## src/arpwm_cfg.svh

```systemverilog
// Constants of the dual autoreload PWM timer: offsets, fields, resets, widths.
// Assumes byte-wide registers reached over the plain strobe port.
`ifndef ARPWM_CFG_SVH
`define ARPWM_CFG_SVH

// Register offsets (5-bit index)
`define OFS_CTRL        5'h00
`define OFS_RELOAD1_L   5'h01
`define OFS_RELOAD1_H   5'h02
`define OFS_RELOAD2_L   5'h03
`define OFS_RELOAD2_H   5'h04
`define OFS_DUTY_BASE   5'h05
`define OFS_OUTCTL      5'h0D
`define OFS_DEADTIME    5'h0E
`define OFS_BRKCTL      5'h0F
`define OFS_BRKEN       5'h10
`define OFS_STATUS      5'h11
`define OFS_CAP_L       5'h12
`define OFS_CAP_H       5'h13

// Control register fields
`define CTRL_ENC2       0
`define CTRL_TRANSFER_ONE_ENABLE      1
`define CTRL_TRANSFER_TWO_ENABLE      2
`define CTRL_COMPARE_IRQ_ENABLE      3
`define CTRL_CAPTURE_IRQ_ENABLE       4
`define CTRL_RESET      8'h06

// Break control fields
`define BRK_ACTIVE      7
`define BRK_FUNC_EN     6
`define BRK_LEVEL       5
`define BRK_SRC         4

// Timing figures
`define CNT_MAX         12'hFFF
`define DT_BITS         7
`define DT_ENABLE_BIT   7

`endif

```

## src/arpwm_pkg.sv

```systemverilog
// Types shared by the timer files.
// Assumes arpwm_cfg.svh is compiled with it.
package arpwm_pkg;

    // Register bus request
    typedef struct packed {
        logic [4:0] addr;
        logic [7:0] wdata;
        logic       wr;
        logic       rd;
    } bus_req_t;

    // Deadtime phase of channel 0/1 pair
    typedef enum logic [1:0] {
        DT_IDLE  = 2'b00,
        DT_WAIT0 = 2'b01,
        DT_WAIT1 = 2'b10
    } dt_state_t;

    // State of one counter channel
    typedef struct packed {
        logic [11:0] cnt;
        logic [11:0] reload;
    } counter_t;

endpackage : arpwm_pkg

```

## src/pwm_channel.sv

```systemverilog
// One PWM channel: preload/active duty, polarity latch, compare.
// Assumes the parent supplies the counter, its overflow and the transfer bit.
`timescale 1ns/10ps
`default_nettype none
`include "arpwm_cfg.svh"
module pwm_channel
    import arpwm_pkg::*;
(
    input  wire logic        ref_clk,
    input  wire logic        resetn,
    input  wire logic        clearAll,    // Break clears duty registers
    input  wire logic        dutyWr,      // Write to preload duty
    input  wire logic        dutyHigh,    // Selects high nibble
    input  wire logic [7:0]  wdata,
    input  wire logic [11:0] count,
    input  wire logic        ovf,
    input  wire logic        transfer,
    input  wire logic        polarityIn,
    output logic      [11:0] preload,
    output logic      [11:0] active,
    output logic             wave,        // Raw PWM, before polarity
    output logic             polarity,    // Polarity latched at overflow
    output logic             match        // Compare hit, nonzero duty only
);
    typedef struct packed {
        logic [11:0] pre;
        logic [11:0] act;
        logic        wave;
        logic        pol;
    } chan_t;

    chan_t st_r;
    chan_t st_nxt;

    // Next state of the channel
    always_comb
    begin
        st_nxt = st_r;
        if (dutyWr)
        begin
            if (dutyHigh)
                st_nxt.pre[11:8] = wdata[3:0];
            else
                st_nxt.pre[7:0] = wdata;
        end
        if (ovf)
        begin
            st_nxt.wave = 1'b1;
            if (transfer)
            begin
                st_nxt.act = st_r.pre;
                st_nxt.pol = polarityIn;
            end
        end
        else if (count == st_r.act)
            st_nxt.wave = 1'b0;
        if (clearAll)
        begin
            st_nxt.pre  = 12'h000;
            st_nxt.act  = 12'h000;
            st_nxt.wave = 1'b0;
        end
    end

    // State register
    always_ff @(posedge ref_clk or negedge resetn)
    begin
        if (!resetn)
            st_r <= '0;
        else
            st_r <= st_nxt;
    end

    assign preload  = st_r.pre;
    assign active   = st_r.act;
    assign wave     = st_r.wave;
    assign polarity = st_r.pol;
    // Zero duty never flags a compare
    assign match    = (st_r.act != 12'h000) && (count == st_r.act);

endmodule : pwm_channel
`default_nettype wire

```

## src/arpwm_timer.sv

```systemverilog
// Dual 12-bit autoreload PWM timer with dead time, break, compare, capture.
// Assumes synchronous pins at ref_clk and a one-cycle strobe register port.
//
// Implementation choices: the placing of the registers and the plain strobed port.
`timescale 1ns/10ps
`default_nettype none
`include "arpwm_cfg.svh"
module arpwm_timer
    import arpwm_pkg::*;
(
    input  wire logic       ref_clk,
    input  wire logic       resetn,
    input  wire logic [4:0] addr,         // Register index
    input  wire logic [7:0] wdata,        // Write data
    input  wire logic       wr,           // Write strobe
    input  wire logic       rd,           // Read strobe
    output logic      [7:0] rdata,        // Read data, cycle after rd
    input  wire logic       brkPin,       // Break input
    input  wire logic       captureInput, // Capture input
    output logic      [3:0] waveOut,      // PWM pin levels
    output logic      [3:0] waveOutEn,    // High while timer drives pin
    output logic            compareIrq,   // Compare request
    output logic            captureIrq    // Capture request
);
    // Register state of the timer, apart from the channel duty registers
    typedef struct packed {
        counter_t    c1;
        counter_t    c2;
        logic [7:0]  ctrl;
        logic [7:0]  outctl;        // [3:0] enables, [7:4] polarity bits
        logic [7:0]  dtWrite;       // Software copy of dead-time byte
        logic [7:0]  dtActive;      // Buffered copy used by the logic
        logic [7:0]  brkctl;        // Flag, enable, level, source, pattern
        logic [1:0]  brkEn;
        logic [3:0]  cmpFlag;
        logic        capFlag;
        logic [11:0] capValue;
        logic [2:0]  brkSync;
        logic [2:0]  capSync;
        dt_state_t   dtState;
        logic [6:0]  dtCount;
        logic [1:0]  dtOut;          // Dead-time shaped out0/out1
        logic [7:0]  rdata;
    } state_t;

    state_t st_r;
    state_t st_nxt;

    logic [11:0] chCount [4];   // Counter feeding each channel
    logic [3:0]  chOvf;         // Overflow seen by each channel
    logic [3:0]  chTran;        // Transfer bit of each channel
    logic [3:0]  chWave;
    logic [3:0]  chPol;
    logic [3:0]  chMatch;
    logic [11:0] chPre [4];
    logic [11:0] chAct [4];
    logic        dualMode;
    logic        ovf1;
    logic        ovf2;
    logic        brkStop1;      // Break applies to counter one
    logic        brkStop2;      // Break applies to counter two
    logic [3:0]  brkMask;       // Outputs under break
    logic [3:0]  dutyWr;
    logic        brkLevelHit;
    logic        capEdge;
    logic [3:0]  rawWave;

    // Dual mode hands outputs 2 and 3 over to counter two
    assign dualMode = st_r.ctrl[`CTRL_ENC2];
    // Overflow at the all-ones count
    assign ovf1 = (st_r.c1.cnt == `CNT_MAX);
    assign ovf2 = dualMode && (st_r.c2.cnt == `CNT_MAX);
    // Per-counter break gating depends on mode
    assign brkStop1 = st_r.brkctl[`BRK_ACTIVE] && st_r.brkEn[0];
    assign brkStop2 = st_r.brkctl[`BRK_ACTIVE] &&
                      (dualMode ? st_r.brkEn[1] : st_r.brkEn[0]);
    assign brkMask  = {brkStop2, brkStop2, brkStop1, brkStop1};
    // Second sync stage feeds the detectors only
    assign brkLevelHit = (st_r.brkSync[1] == st_r.brkctl[`BRK_LEVEL]);
    assign capEdge     = st_r.capSync[1] ^ st_r.capSync[2];

    // Channel routing between counters
    always_comb
    begin
        chCount[0] = st_r.c1.cnt;
        chCount[1] = st_r.c1.cnt;
        chCount[2] = dualMode ? st_r.c2.cnt : st_r.c1.cnt;
        chCount[3] = dualMode ? st_r.c2.cnt : st_r.c1.cnt;
        chOvf      = dualMode ? {ovf2, ovf2, ovf1, ovf1} : {4{ovf1}};
        chTran     = dualMode ?
                     {{2{st_r.ctrl[`CTRL_TRANSFER_TWO_ENABLE]}}, {2{st_r.ctrl[`CTRL_TRANSFER_ONE_ENABLE]}}} :
                     {4{st_r.ctrl[`CTRL_TRANSFER_ONE_ENABLE]}};
        // Duty pairs start at an odd index: high nibble first, then low byte
        // Writes are refused while the channel's counter sits in break
        for (int i = 0; i < 4; i++)
            dutyWr[i] = wr && !brkMask[i] &&
                        (addr == `OFS_DUTY_BASE + 5'(2 * i) ||
                         addr == `OFS_DUTY_BASE + 5'(2 * i + 1));
    end

    // Four identical channels
    for (genvar g = 0; g < 4; g++)
    begin : gChan
        pwm_channel uChan (
            .ref_clk    (ref_clk),
            .resetn     (resetn),
            .clearAll   (brkMask[g]),
            .dutyWr     (dutyWr[g]),
            .dutyHigh   (addr == `OFS_DUTY_BASE + 5'(2 * g)),
            .wdata      (wdata),
            .count      (chCount[g]),
            .ovf        (chOvf[g] && !brkMask[g]),
            .transfer   (chTran[g]),
            .polarityIn (st_r.outctl[4 + g]),
            .preload    (chPre[g]),
            .active     (chAct[g]),
            .wave       (chWave[g]),
            .polarity   (chPol[g]),
            .match      (chMatch[g])
        );
    end

    // Main next-state logic
    always_comb
    begin
        st_nxt = st_r;
        // Synchroniser shift registers
        st_nxt.brkSync = {st_r.brkSync[1:0], brkPin};
        st_nxt.capSync = {st_r.capSync[1:0], captureInput};

        // Counter one: reload after overflow, stop under break
        // Break holds the count at zero until software clears the flag
        if (brkStop1)
            st_nxt.c1 = '0;
        else if (ovf1)
            st_nxt.c1.cnt = st_r.c1.reload;
        else
            st_nxt.c1.cnt = st_r.c1.cnt + 12'h001;
        // Counter two runs only in dual mode
        // Single mode leaves counter two parked where it stood unless a break on counter one zeroes it
        if (brkStop2)
            st_nxt.c2 = '0;
        else if (ovf2)
            st_nxt.c2.cnt = st_r.c2.reload;
        else if (dualMode)
            st_nxt.c2.cnt = st_r.c2.cnt + 12'h001;

        // Dead-time byte takes effect only at an overflow
        // The gap loaded at that same overflow still uses the old byte,
        // so a new byte shapes the out1 gap of the cycle in which it lands, and the out0 gap only from the next cycle
        if (ovf1)
            st_nxt.dtActive = st_r.dtWrite;

        // Dead-time shaping of outputs 0 and 1
        case (st_r.dtState)
            DT_IDLE:
            begin
                if (ovf1)
                begin
                    st_nxt.dtOut   = 2'b00;
                    st_nxt.dtCount = st_r.dtActive[6:0];
                    st_nxt.dtState = DT_WAIT0;
                end
                else if (st_r.c1.cnt == chAct[0] && st_r.dtOut[0])
                begin
                    st_nxt.dtOut   = 2'b00;
                    st_nxt.dtCount = st_r.dtActive[6:0];
                    st_nxt.dtState = DT_WAIT1;
                end
            end
            // Out0 rises once the gap has run out
            DT_WAIT0:
            begin
                if (st_r.dtCount <= 7'h01)
                begin
                    st_nxt.dtOut[0] = 1'b1;
                    st_nxt.dtState  = DT_IDLE;
                end
                else
                    st_nxt.dtCount = st_r.dtCount - 7'h01;
            end
            // Reload cuts the out1 wait short and starts the out0 gap
            DT_WAIT1:
            begin
                if (ovf1)
                begin
                    st_nxt.dtOut   = 2'b00;
                    st_nxt.dtCount = st_r.dtActive[6:0];
                    st_nxt.dtState = DT_WAIT0;
                end
                else if (st_r.dtCount <= 7'h01)
                begin
                    st_nxt.dtOut[1] = 1'b1;
                    st_nxt.dtState  = DT_IDLE;
                end
                else
                    st_nxt.dtCount = st_r.dtCount - 7'h01;
            end
            default:
                st_nxt.dtState = DT_IDLE;
        endcase
        // Break parks the shaper so both halves start low on release
        if (brkStop1)
        begin
            st_nxt.dtState = DT_IDLE;
            st_nxt.dtOut   = 2'b00;
        end

        // Compare flags: set wins over clear
        // A channel in break flags only via a status write that meets its match in the first break cycle; after that its duty is zero
        for (int i = 0; i < 4; i++)
            if (chMatch[i] && !brkMask[i])
                st_nxt.cmpFlag[i] = 1'b1;

        // Capture of counter one, blocked while flag is set
        // An edge in the cycle of the clearing read is lost: the flag still blocks it
        if (rd && st_r.capFlag && (addr == `OFS_CAP_L || addr == `OFS_CAP_H))
            st_nxt.capFlag = 1'b0;
        if (capEdge && !st_r.capFlag)
        begin
            st_nxt.capValue = st_r.c1.cnt;
            st_nxt.capFlag  = 1'b1;
        end

        // Register writes
        // Reload writes are dropped while that counter is held in break
        if (wr)
        begin
            case (addr)
                `OFS_CTRL:      st_nxt.ctrl = wdata;
                `OFS_RELOAD1_L: if (!brkStop1) st_nxt.c1.reload[7:0] = wdata;
                `OFS_RELOAD1_H: if (!brkStop1) st_nxt.c1.reload[11:8] = wdata[3:0];
                `OFS_RELOAD2_L: if (!brkStop2) st_nxt.c2.reload[7:0] = wdata;
                `OFS_RELOAD2_H: if (!brkStop2) st_nxt.c2.reload[11:8] = wdata[3:0];
                `OFS_OUTCTL:    st_nxt.outctl = wdata;
                `OFS_DEADTIME:  st_nxt.dtWrite = wdata;
                `OFS_BRKCTL:    st_nxt.brkctl = wdata;
                `OFS_BRKEN:     st_nxt.brkEn = wdata[1:0];
                `OFS_STATUS:    st_nxt.cmpFlag = st_r.cmpFlag & ~wdata[3:0] | chMatch;
                default:        st_nxt.rdata = st_r.rdata;
            endcase
        end
        // Pin break sets the flag; set wins over software clear
        // A pin held at its active level raises the flag again after a clear
        if (st_r.brkctl[`BRK_FUNC_EN] && st_r.brkctl[`BRK_SRC] && brkLevelHit)
            st_nxt.brkctl[`BRK_ACTIVE] = 1'b1;

        // Read data, valid in the cycle after rd
        // Reads have no side effect beyond the capture-flag clear above
        st_nxt.rdata = 8'h00;
        if (rd)
        begin
            case (addr)
                `OFS_CTRL:      st_nxt.rdata = st_r.ctrl;
                `OFS_RELOAD1_L: st_nxt.rdata = st_r.c1.reload[7:0];
                `OFS_RELOAD1_H: st_nxt.rdata = {4'h0, st_r.c1.reload[11:8]};
                `OFS_RELOAD2_L: st_nxt.rdata = st_r.c2.reload[7:0];
                `OFS_RELOAD2_H: st_nxt.rdata = {4'h0, st_r.c2.reload[11:8]};
                `OFS_OUTCTL:    st_nxt.rdata = st_r.outctl;
                `OFS_DEADTIME:  st_nxt.rdata = st_r.dtWrite;
                `OFS_BRKCTL:    st_nxt.rdata = st_r.brkctl;
                `OFS_BRKEN:     st_nxt.rdata = {6'h00, st_r.brkEn};
                `OFS_STATUS:    st_nxt.rdata = {3'h0, st_r.capFlag, st_r.cmpFlag};
                `OFS_CAP_L:     st_nxt.rdata = st_r.capValue[7:0];
                `OFS_CAP_H:     st_nxt.rdata = {4'h0, st_r.capValue[11:8]};
                default:
                begin
                    for (int i = 0; i < 4; i++)
                    begin
                        if (addr == `OFS_DUTY_BASE + 5'(2 * i))
                            st_nxt.rdata = {4'h0, chPre[i][11:8]};
                        if (addr == `OFS_DUTY_BASE + 5'(2 * i + 1))
                            st_nxt.rdata = chPre[i][7:0];
                    end
                end
            endcase
        end
    end

    // State register
    always_ff @(posedge ref_clk or negedge resetn)
    begin
        if (!resetn)
        begin
            // Everything else clears, which starts counter one from 000h and parks counter two there
            st_r      <= '0;
            st_r.ctrl <= `CTRL_RESET;    // Transfer bits reset to set
        end
        else
            st_r <= st_nxt;
    end

    // Output selection: dead time, polarity, break pattern, enable
    // Inverting out0 or out1 undoes the non-overlap that dead time buys
    always_comb
    begin
        rawWave = chWave;
        if (st_r.dtActive[`DT_ENABLE_BIT])
        begin
            if (st_r.dtActive[6:0] == 7'h00)
                rawWave = 4'h0;
            else
                rawWave[1:0] = st_r.dtOut;
        end
        for (int i = 0; i < 4; i++)
        begin
            if (brkMask[i])
                waveOut[i] = st_r.brkctl[i];
            else
                waveOut[i] = rawWave[i] ^ chPol[i];
        end
        waveOutEn = st_r.outctl[3:0];
    end

    // Interrupt requests are levels that drop when the flag is cleared
    assign rdata      = st_r.rdata;
    assign compareIrq = st_r.ctrl[`CTRL_COMPARE_IRQ_ENABLE] && (st_r.cmpFlag != 4'h0);
    assign captureIrq = st_r.ctrl[`CTRL_CAPTURE_IRQ_ENABLE] && st_r.capFlag;

endmodule : arpwm_timer
`default_nettype wire

```

## config.mk

```make
export PLATFORM = sky130hd
export DESIGN_NAME = arpwm_timer
export DESIGN_NICKNAME = d
export VERILOG_FILES = /design/src/arpwm_pkg.sv /design/src/pwm_channel.sv /design/src/arpwm_timer.sv
export VERILOG_INCLUDE_DIRS = /design/src
export SDC_FILE = /design/constraint.sdc
export NUM_CORES = 1
export LEC_CHECK = 0
export BUFFER_PORTS_ARGS = -buffer_cell sky130_fd_sc_hd__buf_2
export CAP_MARGIN = 20
export CORE_MARGIN = 10
export CORE_UTILIZATION = 30
export DETAILED_ROUTE_END_ITERATION = 8
export HOLD_SLACK_MARGIN = 0.03
export SLEW_MARGIN = 20
export SYNTH_ARGS = -nofsm -noshare
export SYNTH_HDL_FRONTEND = slang
export SYNTH_SLANG_ARGS = --single-unit
```

## constraint.sdc

```tcl
create_clock -name ref_clk -period 3.5 [get_ports ref_clk]
set_clock_uncertainty 0.1 [all_clocks]
set_input_delay 0.525 -clock ref_clk [delete_from_list [all_inputs] [get_ports ref_clk]]
set_output_delay 0.525 -clock ref_clk [all_outputs]
set_load 0.1 [all_outputs]
```

# == After elaboration in Yosys (flattened, before gate mapping) ==
# Cells that the tools add are included.
# totals
regBits,235
mem_bits_ro,0
out_inout_bits,18
wordCells,284
ramBits,0
mem_count,0
latchBits,0
# op_classes
n_lt_le_gt_ge,1
bitwise,8
div,0
reduce_logical,97
shifts,0
eq_ne,37
n_addsub,3
muxes,97
mul,0
# ops
cell,n
$mux 12,21
$mux 8,20
$mux 25,4
$pmux 8 s12,1
$mux 4,13
$eq 12x12->1,4
$reduce_bool 12->1,4
$reduce_and 2->1,23
$eq 5x4->1 const B,8
$reduce_bool 2->1,19
$mux 36,1
$logic_and 1x1->1,29
$add 12x1->12 const B,2
$eq 12x12->1 const B,2
$mux 11,2
$mux 1,21
$pmux 7 s3,1
$reduce_bool 3->1,7
$eq 5x3->1 const B,4
$eq 5x5->1 const B,4
$mux 14,1
$mux 13,1
$mux 2,6
$eq 5x2->1 const B,2
other kinds (26),43

# == Logic depth before layout (Yosys ltp) ==
# Gate-level depths: netlist (run 1).
# depth
depth_word,11
depth_mapped,9

# == By module ==
# Synthesis (run 1) repeated with hierarchy kept, for this count alone.
# unflattened
cells_unflattened,1360
area_unflattened_um2,12509.5
# modules_own_cells
module,seq_area_each_um2,area_per_inst_um2,instances,cells_each
arpwm_timer,3280.6,7644.8,1,804
pwm_channel,650.6,1216.2,4,139

# == Least setup slack after synthesis (run 1) ==
# Ideal clock, no wire load.
# synth_path
path_kind,register -> output
start,reg st_r (netlist bit dualMode)
end,out waveOut[3]
path_buffers,3
path_slack_ps,-385
stages_incl_launch_ff,7
arrival_time_ps,3260
t_required_ps,2875
path_cell_list,dfrtp_1 clkbuf_1 mux2i_1 nor2b_1 clkbuf_1 buf_1 o21ai_0
# synth_between
elab_chain_len,3
# synth_lines
element,line_no,rtl
from (decl),arpwm_timer.sv:46,state_t st_r;
from (signal assigned),arpwm_timer.sv:290,st_r <= st_nxt;
$mux 1,arpwm_timer.sv:76,(dualMode ? st_r.brkEn[1] : st_r.brkEn[0]);
$logic_and 1x1->1,arpwm_timer.sv:75,assign brkStop2 = st_r.brkctl[`BRK_ACTIVE] &&
$mux 1,arpwm_timer.sv:307,if (brkMask[i])
to (decl),arpwm_timer.sv:20,"output logic [3:0] waveOut,"
# No other way between the ends.

# == Worst setup path after layout (run 1) ==
# layout_path
start,reg st_r[56] in the netlist's numbering
end,out waveOut[1]
# layout_between
elab_chain_len,5
# layout_lines
element,line_no,rtl
$logic_not 7->1,arpwm_timer.sv:300,if (st_r.dtActive[6:0] == 7'h00)
$mux 2,arpwm_timer.sv:300,
$mux 4,arpwm_timer.sv:298,if (st_r.dtActive[`DT_ENABLE_BIT])
$xor 1x1->1,arpwm_timer.sv:310,waveOut[i] = rawWave[i] ^ chPol[i];
$mux 1,arpwm_timer.sv:307,
# No other way between the ends.

==> impl_metrics.csv, run 1 <==
group,metric,value,unit
final_layout,final-instance-count-excl-fill,1763,
yosys,synth_simple_gate_area_share,16.0,%
critical_path,path_cells,"nor4_1 -> and2_1 -> nor2_1 -> xnor2_1 -> a21oi_1 -> buf_2",
die,rows,74,
power,peakVddDrop,388,uV
critical_path,rr_startpoint,"dualMode$_DFFE_PN0P_",
critical_path,crit_required,2.87,ns
yosys,synth_fp_nets,1234,
global_routing,grt_pass1_wl,65400,um
die,core-area,40700,um^2
drt,drc,0,
yosys,ys_seq_elements,235,
critical_path,worstPathArrival,2.50,ns
clock_tree,clock-sinks,235,
global_routing,gr-usage-met1,23.7,%
critical_path,rrSetupSlack,0.50,ns
clock_tree,clk_pin_slew,0.07,ns
yosys,synth_top_flop_cell,"dfrtp_1",
sta,fmax,320,MHz
yosys,synth_compound_area_share,16.1,%
critical_path,critPathCaptureType,"output pin",
min_path,hold_end,"st_r[37]$_DFFE_PN0P_",
global_routing,overflow,0,
yosys,synth_top_area_cell,"dfrtp_1",
final_layout,fin_area,14000,um^2
clock_tree,cts_buffer_depth,3,
global_routing,first_global_vias,9969,
clock_tree,cts_tree,"yes",
placement,place_area,13100,um^2
yosys,yosysUniqueCellTypes,77,
placement,gp_congestion,0.995,
min_path,hold_path.startpoint,"rd",
yosys,ys_seq_area_share,47.8,%
min_path,hp-class,"input pin to flop",
sta,maxSlewViolCount,0,
clock_tree,cts_buffers,27,
clock_tree,cts.htree.levels,1,
yosys,syn-instance-count,1206,
final_layout,layout-drive-gt1-share,16.3,%
clock_tree,clk_latency,0.56,ns
global_routing,grt_start_max_net_pins,87,
drt,vias,10100,
sta,timing.setup.tns,0,ns
yosys,synth_top_family_by_area,"compound AO/OA/AOI/OAI gates",
power,p_per_area,558,nW/um^2
yosys,synth_adder_area_share,0.915,%
global_routing,grtUsageMet3,3.31,%
drt,via_per_inst,5.75,
final_layout,area_growth,13.6,%
yosys,synth-async-reset-ratio,100,%
placement,io_buffer_count,36,
yosys,synth_mux_area_share,10.1,%
sta,final-hold-violation-count,0,
flow_run,maxCapViolations,0,
die,pin_count,37,
drt,drt_iter0_drc,1072,
critical_path,crit_path_max_incr_delay,0.49,ns
drt,detail-route-antenna-nets,0,
die,design.die.area,49500,um^2
placement,place_inst,1712,
min_path,min_path_cells,3,
sta,finalWorstSetupSlack,0.380,ns
critical_path,worstSetupStartpointType,"flop",
sta,rsz0062_at_grt,"no",
critical_path,crit_type,"flop to output pin",
yosys,synth_edf_count,0,
yosys,yosys_warnings,0,
final_layout,final_nets,1240,
yosys,synthTopCellsByCount,"dfrtp_1, nand2_1, nor2_1",
drt,avgRoutedWirePerCell,24.7,um
yosys,syn_area,12300,um^2
sta,relSlewSlack,38.4,%
placement,place_ws,0.407,ns
final_layout,diodes,0,
global_routing,grt_util_met2,25.2,%
sta,final-setup-viol-count,0,
sta,fin_crit,3.12,ns
power,leakagePower,6.30,nW
critical_path,path_max_fanout,3,
die,die_h,223,um
sta,max_slew.worst_pin.slew,0.914,ns
outcome,outcome,"finished, final reports clean",
critical_path,worstReg2RegEnd,"st_r[40]$_DFF_PN0_",
global_routing,antenna_found_initial,1,
critical_path,rr_worst_depth,6,
die,start_util,30.2,%
sta,fin_crit_sh,89.2,%
clock_tree,ctsResizeCount,0,
yosys,synth_top_area_share,47.4,%
global_routing,busiest_layer,"met2",
critical_path,worst_setup_path_startpoint,"st_r[56]$_DFFE_PN0P_",
yosys,synth.most_common_cell,"dfrtp_1",
yosys,synth_area_per_cell,10.2,um^2
die,fp.dieW,223,um
yosys,synth-xor-area-share,4.48,%
global_routing,track_usage,16.8,%
clock_tree,root_buffer,"clkbuf_16",
critical_path,worst_path_max_delay_cell,"buf_2",
drt,wirelength,43500,um
drt,drt_first_pass_iters,5,
placement,dp_hpwl,31500,um
yosys,synth.area.top_cells,"dfrtp_1, mux2i_1, mux2_2",
final_layout,final_core_util,34.3,%
## logic make-up after synthesis
| family | Yosys count |
|---|---|
| buffers and inverters | 124 |
| and+or+nand+nor | 387 |
| muxes | 118 |
| adders and majority gates | 9 |
| DFF | 235 |
| AOI/OAI and AO/OA | 270 |
| xor gates and xnor gates | 63 |
## final cells by class
cell class / instances / area, um^2
clock buffer: 35 / 746
clock inverter: 13 / 154
fill: 4108 / 26800
inverter: 21 / 78.8
multi-input combinational: 847 / 5870
sequential: 235 / 5880
tap: 532 / 666
timing repair buffer: 80 / 583
## power by group
group          total [mW]  internal (mW)  switching [mW]
registers            3.36           2.97           0.394
clock network        2.90           1.67            1.23
logic                1.54          0.512            1.03
## cells in the final DEF (no fill, tap or decap), types with 5 or more instances in the layout
cell type and n:
a2111oi_0 7, a211oi_1 13, a21o_1 9, a21oi_1 65, a221oi_1 6, a22o_1 59
a22oi_1 23, a31oi_1 10, a32oi_1 6, and2_1 10, and3_1 17, buf_2 33
buf_4 39, clkbuf_16 27, dfrtp_1 233, ha_1 9, inv_1 20, mux2_2 53
mux2i_1 65, nand2_1 103, nand3_1 61, nand4_1 16, nor2_1 82, nor2b_1 7
nor3_1 13, nor3b_1 7, nor4_1 31, o211ai_1 5, o21ai_0 17, o22ai_1 12
xnor2_1 44, xor2_1 19
## worst max-delay path by stage
stage	slack, ns	endpoint	depth (start not counted)
6_report	0.38	waveOut[1]	6
5_1_grt	0.25	waveOut[0]	6
4_1_cts	0.38	waveOut[0]	6
3_5_place_dp	0.41	rdata[0]$_DFF_PN0_	6
3_3_place_gp	0.30	rdata[2]$_DFF_PN0_	6
2_1_floorplan	0.34	waveOut[0]	5
## state kept, by name (all words and copies together) (netlist names)
signal	count
st_r	102
st_nxt	4
waveOutEn	4
gChan.uChan.wave	4
dualMode	1
gChan.uChan.preload	48
gChan.uChan.active	48
chCount	12
gChan.uChan.polarity	4
rdata	8
## worst max-delay path, delay by kind of cell, from the launching register on
kind            cells  cell delay, ns
simple gates        3            0.63
flops               1            0.43
compound gates      1            0.26
xor+xnor            1            0.12
buf+inv             1            0.49
## per-layer routing
layer / vias to the layer above / share of wire (%)
met2: 472 / 44
met4: 4 / 3.8
met3: 94 / 7.7
li1: 4439 / -
met1: 5137 / 44
met5: - / 0.13
## what timing repair did
action | 4_1_cts | 5_1_grt
setup buffers | 0 | 0
hold buffers | 3 | 0
hold endpoints to repair | 82 | 0
## per-stage QoR
stage	total power [mW]	hold slack (ns)
CTS	7.80	0.222
global route	8.06	0.247
global placement	4.88	0.236
finish	7.80	0.247
floorplan	4.27	0.129
detailed placement	4.90	0.235
(Power assumes the default switching activity.)
==> run 2, diff against run 1 <==
--- a/config.mk
+++ b/config.mk
@@ -6,6 +6,7 @@
 export SDC_FILE = /design/constraint.sdc
 export NUM_CORES = 1
 export LEC_CHECK = 0
+export ABC_CLOCK_PERIOD_IN_PS = 2500
 export BUFFER_PORTS_ARGS = -buffer_cell sky130_fd_sc_hd__buf_2
 export CAP_MARGIN = 20
 export CORE_MARGIN = 10
==> constraint.sdc (replaced) <==
create_clock -name ref_clk -period 2.5 [get_ports ref_clk]
set_clock_uncertainty 0.1 [all_clocks]
set_input_delay 0.375 -clock ref_clk [delete_from_list [all_inputs] [get_ports ref_clk]]
set_output_delay 0.375 -clock ref_clk [all_outputs]
set_load 0.1 [all_outputs]
==> run 2 against run 1 <==
The run now ends with negative setup slack left. Critical path depth unchanged. Clock-buffer cell count increased by 1. Non-clock buffer count increased by 74. Worst setup slack got worse by 0.47 ns. Routed wire length increased by 2.1%. Sequential cell count unchanged. Global-route usage increased by 0.48 points. First-iteration DRC count decreased by 18%. Critical path type unchanged. Highest routed layer is now met4.
==> impl_metrics.csv, run 2 (synthesis gave the netlist of run 1 again) <==
group,metric,value,unit
die,pin_count,37,
die,core-area,40700,um^2
placement,gp_congestion,0.942,
sta,fin_crit_sh,104,%
sta,finalWorstSetupSlack,-0.0926,ns
sta,max_slew.worst_pin.slew,0.666,ns
clock_tree,clk_pin_slew,0.06,ns
sta,maxSlewViolCount,0,
global_routing,track_usage,17.3,%
flow_run,maxCapViolations,0,
drt,drc,0,
sta,final-hold-violation-count,0,
clock_tree,cts_buffers,26,
final_layout,final_common_cell,"dfrtp_1",
placement,io_buffer_count,36,
final_layout,fillCellCount,4102,
power,p_per_area,771,nW/um^2
drt,route.met3.wl,2620,um
final_layout,final_core_util,36.3,%
drt,vias,10300,
outcome,outcome,"complete, but fails checks",
final_layout,top_register,"st_r",
global_routing,antenna_found_initial,1,
global_routing,overflow,0,
sta,fin_crit,2.59,ns
global_routing,grt_start_max_net_pins,81,
die,design.die.area,49500,um^2
critical_path,crit_required,2.03,ns
critical_path,worstPathArrival,2.12,ns
sta,rsz0062_at_grt,"yes",
final_layout,final_nets,1313,
placement,dp_hpwl,32900,um
drt,top_layer_used,"met4",
outcome,violations,"negative setup slack",
final_layout,area_growth,20.1,%
drt,detail-route-antenna-nets,0,
die,die_h,223,um
clock_tree,clock-sinks,235,
drt,drt_iter0_drc,881,
drt,wl_met2,20100,um
die,start_util,30.2,%
global_routing,grt_pass1_wl,67000,um
final_layout,final_cell_mix,"dfrtp_1, buf_4, nand2_1, nor2_1, mux2i_1",
power,finalPower,11.4,mW
drt,via_per_inst,5.61,
clock_tree,cts_buffer_depth,3,
drt,avgRoutedWirePerCell,24.2,um
placement,place_ws,-0.175,ns
critical_path,critPathCaptureType,"output pin",
sta,final-setup-viol-count,4,
final_layout,seqCellArea,5890,um^2
critical_path,crit_type,"flop to output pin",
critical_path,worstSetupStartpointType,"flop",
clock_tree,root_buffer,"clkbuf_16",
global_routing,first_global_vias,10100,
sta,holdWs,0.0797,ns
die,rows,74,
sta,relSlewSlack,55.2,%
power,leakagePower,6.75,nW
clock_tree,cts.htree.levels,1,
min_path,hp-class,"input pin to flop",
sta,fmax,386,MHz
final_layout,largest_register_ffs,102,
die,fp.dieW,223,um
clock_tree,clk_latency,0.56,ns
power,peakVddDrop,539,uV
drt,wirelength,44400,um
drt,wl_met1,20600,um
clock_tree,cts_tree,"yes",
final_layout,multiInputGateArea,5940,um^2
final_layout,layout-drive-gt1-share,22.2,%
drt,drt_first_pass_iters,5,
critical_path,path_max_fanout,3,
-- run 2: metal layers --
layer	GRT usage, %	up-vias
li1	-	4588
met1	24.8	5263
met2	26.8	399
met3	2.38	55
met4	4.36	0
met5	0	-
-- run 2: critical path: stages, from the launching register on --
cell and delay (ns):
dfrtp_2 0.44, nor4_4 0.31, and2_4 0.21, nor2_2 0.04, xnor2_1 0.14, a21oi_2 0.22
buf_12 0.21
-- run 2: final cells by class --
class / count / area share, %
Tap cell: 532 / 4.50
Antenna cell: 1 / 0.0169
Multi-Input combinational cell: 847 / 40.1
Sequential cell: 235 / 39.8
Inverter: 21 / 0.533
Clock buffer: 36 / 5.19
Clock inverter: 11 / 1.40
Timing Repair Buffer: 154 / 8.43
-- run 2: timing repair --
item,CTS,global route
setup buffers,3,3
gates resized for setup,9,4
pin swaps,9,5
hold buffers,3,0
setup endpoints to repair,4,10
hold endpoints to repair,99,0
cloned,0,0
-- run 2: where the power goes --
part	internal (mW)	total, mW	switching [mW]
clock	2.67	4.35	1.68
sequential	4.15	4.65	0.499
combinational	0.922	2.41	1.49
total	7.74	11.4	3.66
-- run 2: through the flow --
stage / TNS [ns] / area, um^2 / std cells
CTS: -0.224 / 14700 / 1833
global route: -0.534 / 14800 / 1836
floorplan: -0.492 / 12300 / 1206
finish: -0.284 / 14800 / 1837
global placement: -0.307 / 13700 / 1780
detailed placement: -0.175 / 13700 / 1780
-- run 2: path summary, 6_finish.rpt --
kind	from	to	slack, ns	cells after the start
worst min-delay path	rd	st_r[37]$_DFFE_PN0P_	0.08	3
min in group asynchronous	resetn	st_r[15]$_DFFE_PN0P_	0.21	2
max in group asynchronous	resetn	st_r[78]$_DFFE_PN1P_	1.35	3
worst min register to register	st_nxt[23]$_DFF_PN0_	st_nxt[24]$_DFF_PN0_	0.25	0
worst max register to register	chCount[25]$_DFF_PN0_	gChan[3].uChan.active[5]$_DFFE_PN0P_	0.15	7
worst max-delay path	st_r[56]$_DFFE_PN0P_	waveOut[0]	-0.09	6
==> run 3, diff against run 2 <==
--- a/config.mk
+++ b/config.mk
@@ -13,6 +13,7 @@
 export CORE_UTILIZATION = 30
 export DETAILED_ROUTE_END_ITERATION = 8
 export HOLD_SLACK_MARGIN = 0.03
+export PLACE_DENSITY = 0.56
 export SLEW_MARGIN = 20
 export SYNTH_ARGS = -nofsm -noshare
 export SYNTH_HDL_FRONTEND = slang
==> run 3 against run 2 <==
The run still ends with negative setup slack left. Critical path depth unchanged. Clock power down 1%. Sequential power about the same. Via count down 0.82%. First-iteration DRC count up 22%. Routed wire length up 1.8%. Worst setup slack better by 0.040 ns. Register-to-register slack worse by 0.08 ns. Design area down 0.44%.
==> impl_metrics.csv, run 3 (synthesis gave the netlist of run 1 again) <==
group,metric,value,unit
outcome,outcome,"complete, but fails checks",
outcome,violations,"negative setup slack",
final_layout,layout-drive-gt1-share,21.9,%
global_routing,grt_pass1_wl,67900,um
drt,avgRoutedWirePerCell,24.6,um
global_routing,track_usage,17.7,%
power,p_per_area,767,nW/um^2
power,clockPowerShare,38.1,%
final_layout,final_common_cell,"dfrtp_1",
final_layout,fin_area,14700,um^2
clock_tree,root_buffer,"clkbuf_16",
clock_tree,cts.htree.levels,1,
final_layout,final_nets,1310,
critical_path,worstSetupStartpointType,"flop",
drt,drc,0,
sta,relSlewSlack,27.2,%
sta,fin_crit_sh,102,%
final_layout,area_growth,19.6,%
drt,drt_iter0_drc,1072,
die,fp.dieW,223,um
critical_path,crit_type,"flop to output pin",
drt,via_per_inst,5.57,
sta,holdWs,0.0557,ns
placement,place_area,13600,um^2
critical_path,worst_path_max_delay_cell,"dfrtp_1",
die,die_h,223,um
sta,fin_crit,2.55,ns
clock_tree,cts_tree,"yes",
flow_run,maxCapViolations,0,
critical_path,crit_required,2.03,ns
final_layout,final_cell_mix,"dfrtp_1, buf_4, nand2_1, nor2_1, mux2i_1",
placement,io_buffer_count,36,
power,finalPower,11.3,mW
clock_tree,clk_latency,0.55,ns
power,seqPwrFrac,41.1,%
die,core-area,40700,um^2
power,peakVddDrop,511,uV
drt,detail-route-antenna-nets,0,
critical_path,worstPathArrival,2.08,ns
min_path,hp-class,"input pin to flop",
sta,max_slew.worst_pin.slew,1.09,ns
power,power_switching,3.64,mW
global_routing,antenna_found_initial,2,
placement,dp_hpwl,33600,um
final_layout,seqCellArea,5880,um^2
final_layout,multiInputGateArea,5940,um^2
sta,maxSlewViolCount,0,
clock_tree,cts_buffers,26,
final_layout,final-instance-count-excl-fill,1835,
clock_tree,clock-sinks,235,
sta,rsz0062_at_grt,"yes",
global_routing,first_global_vias,10000,
final_layout,top_register,"st_r",
sta,fmax,392,MHz
sta,final-setup-viol-count,2,
final_layout,final_core_util,36.1,%
critical_path,path_cells,"nor4_4 -> and2_4 -> nor2_1 -> xnor2_1 -> a21oi_2 -> buf_12",
final_layout,largest_register_ffs,102,
die,rows,74,
placement,place_inst,1776,
power,power.share.switching,32.2,%
final_layout,fillCellCount,4116,
placement,gp_congestion,0.949,
sta,final-hold-violation-count,0,
die,design.die.area,49500,um^2
sta,finalWorstSetupSlack,-0.0526,ns
die,start_util,30.2,%
drt,drt_first_pass_iters,6,
global_routing,grt_start_max_net_pins,58,
critical_path,crit_path_max_incr_delay,0.41,ns
drt,wirelength,45200,um
power,internal_power,7.65,mW
power,leakagePower,6.72,nW
power,comb_power_share,20.8,%
critical_path,path_max_fanout,2,
die,pin_count,37,
critical_path,critPathCaptureType,"output pin",
global_routing,overflow,0,
drt,vias,10200,
clock_tree,cts_buffer_depth,3,
clock_tree,clk_pin_slew,0.07,ns
## run 3: power groups by stage
stage	Clock [mW]	Sequential, mW	Combinational [mW]
2_1_floorplan	0	4.42	1.56
3_3_place_gp	0	4.68	2.29
3_5_place_dp	0	4.69	2.30
4_1_cts	4.38	4.63	2.34
5_1_grt	4.54	4.67	2.52
6_report	4.30	4.64	2.35
## run 3: worst paths after layout
| path | slack [ns] | startpoint | depth (start not counted) | endpoint |
|---|---|---|---|---|
| max in group asynchronous | 1.32 | resetn | 3 | gChan[2].uChan.active[1]$_DFFE_PN0P_ |
| setup reg to reg | 0.07 | st_r[116]$_DFF_PN0_ | 6 | rdata[0]$_DFF_PN0_ |
| setup / recovery | -0.05 | st_r[54]$_DFFE_PN0P_ | 6 | waveOut[0] |
| hold / removal | 0.06 | rd | 3 | st_r[37]$_DFFE_PN0P_ |
| min in group asynchronous | 0.27 | resetn | 2 | gChan[0].uChan.active[7]$_DFFE_PN0P_ |
| hold reg to reg | 0.25 | st_nxt[20]$_DFF_PN0_ | 0 | st_nxt[21]$_DFF_PN0_ |
## run 3: routing by layer
layer | vias up | routed length [um] | track usage, %
met5 | - | 0 | 0
met4 | 0 | 1460 | 5.17
met3 | 76 | 3040 | 3.20
met2 | 404 | 20000 | 26.8
met1 | 5171 | 20700 | 25.1
li1 | 4570 | - | -
## run 3: repair_timing
action | in CTS | in global routing
pin swaps | 8 | 3
hold endpoints to repair | 51 | 0
setup endpoints to repair | 4 | 5
gates resized for setup | 10 | 3
setup buffers | 7 | 0
hold buffers | 3 | 0
## run 3: area by class of cell
cell class | instances | share of cell area, %
diodes | 1 | 0.0170
clock inverters | 12 | 1.39
flip-flops and latches | 235 | 40.0
clock buffers | 36 | 5.15
inverters | 21 | 0.535
repair buffers | 151 | 8.06
multi-input cells | 847 | 40.4
well taps | 532 | 4.52
## run 3: through the flow
step | setup WS (ns) | setup TNS (ns)
floorplan | -0.492 | -0.492
global placement | -0.396 | -0.801
detailed placement | -0.290 | -0.542
CTS | -0.0656 | -0.167
global route | -0.166 | -0.478
finish | -0.0526 | -0.0869
## run 3: worst max-delay path, delay by kind of cell, from the launching register on
family / cells / cell delay (ns)
buf+inv: 1 / 0.21
simple gates: 3 / 0.55
xor+xnor: 1 / 0.13
flops: 1 / 0.41
compound gates: 1 / 0.24
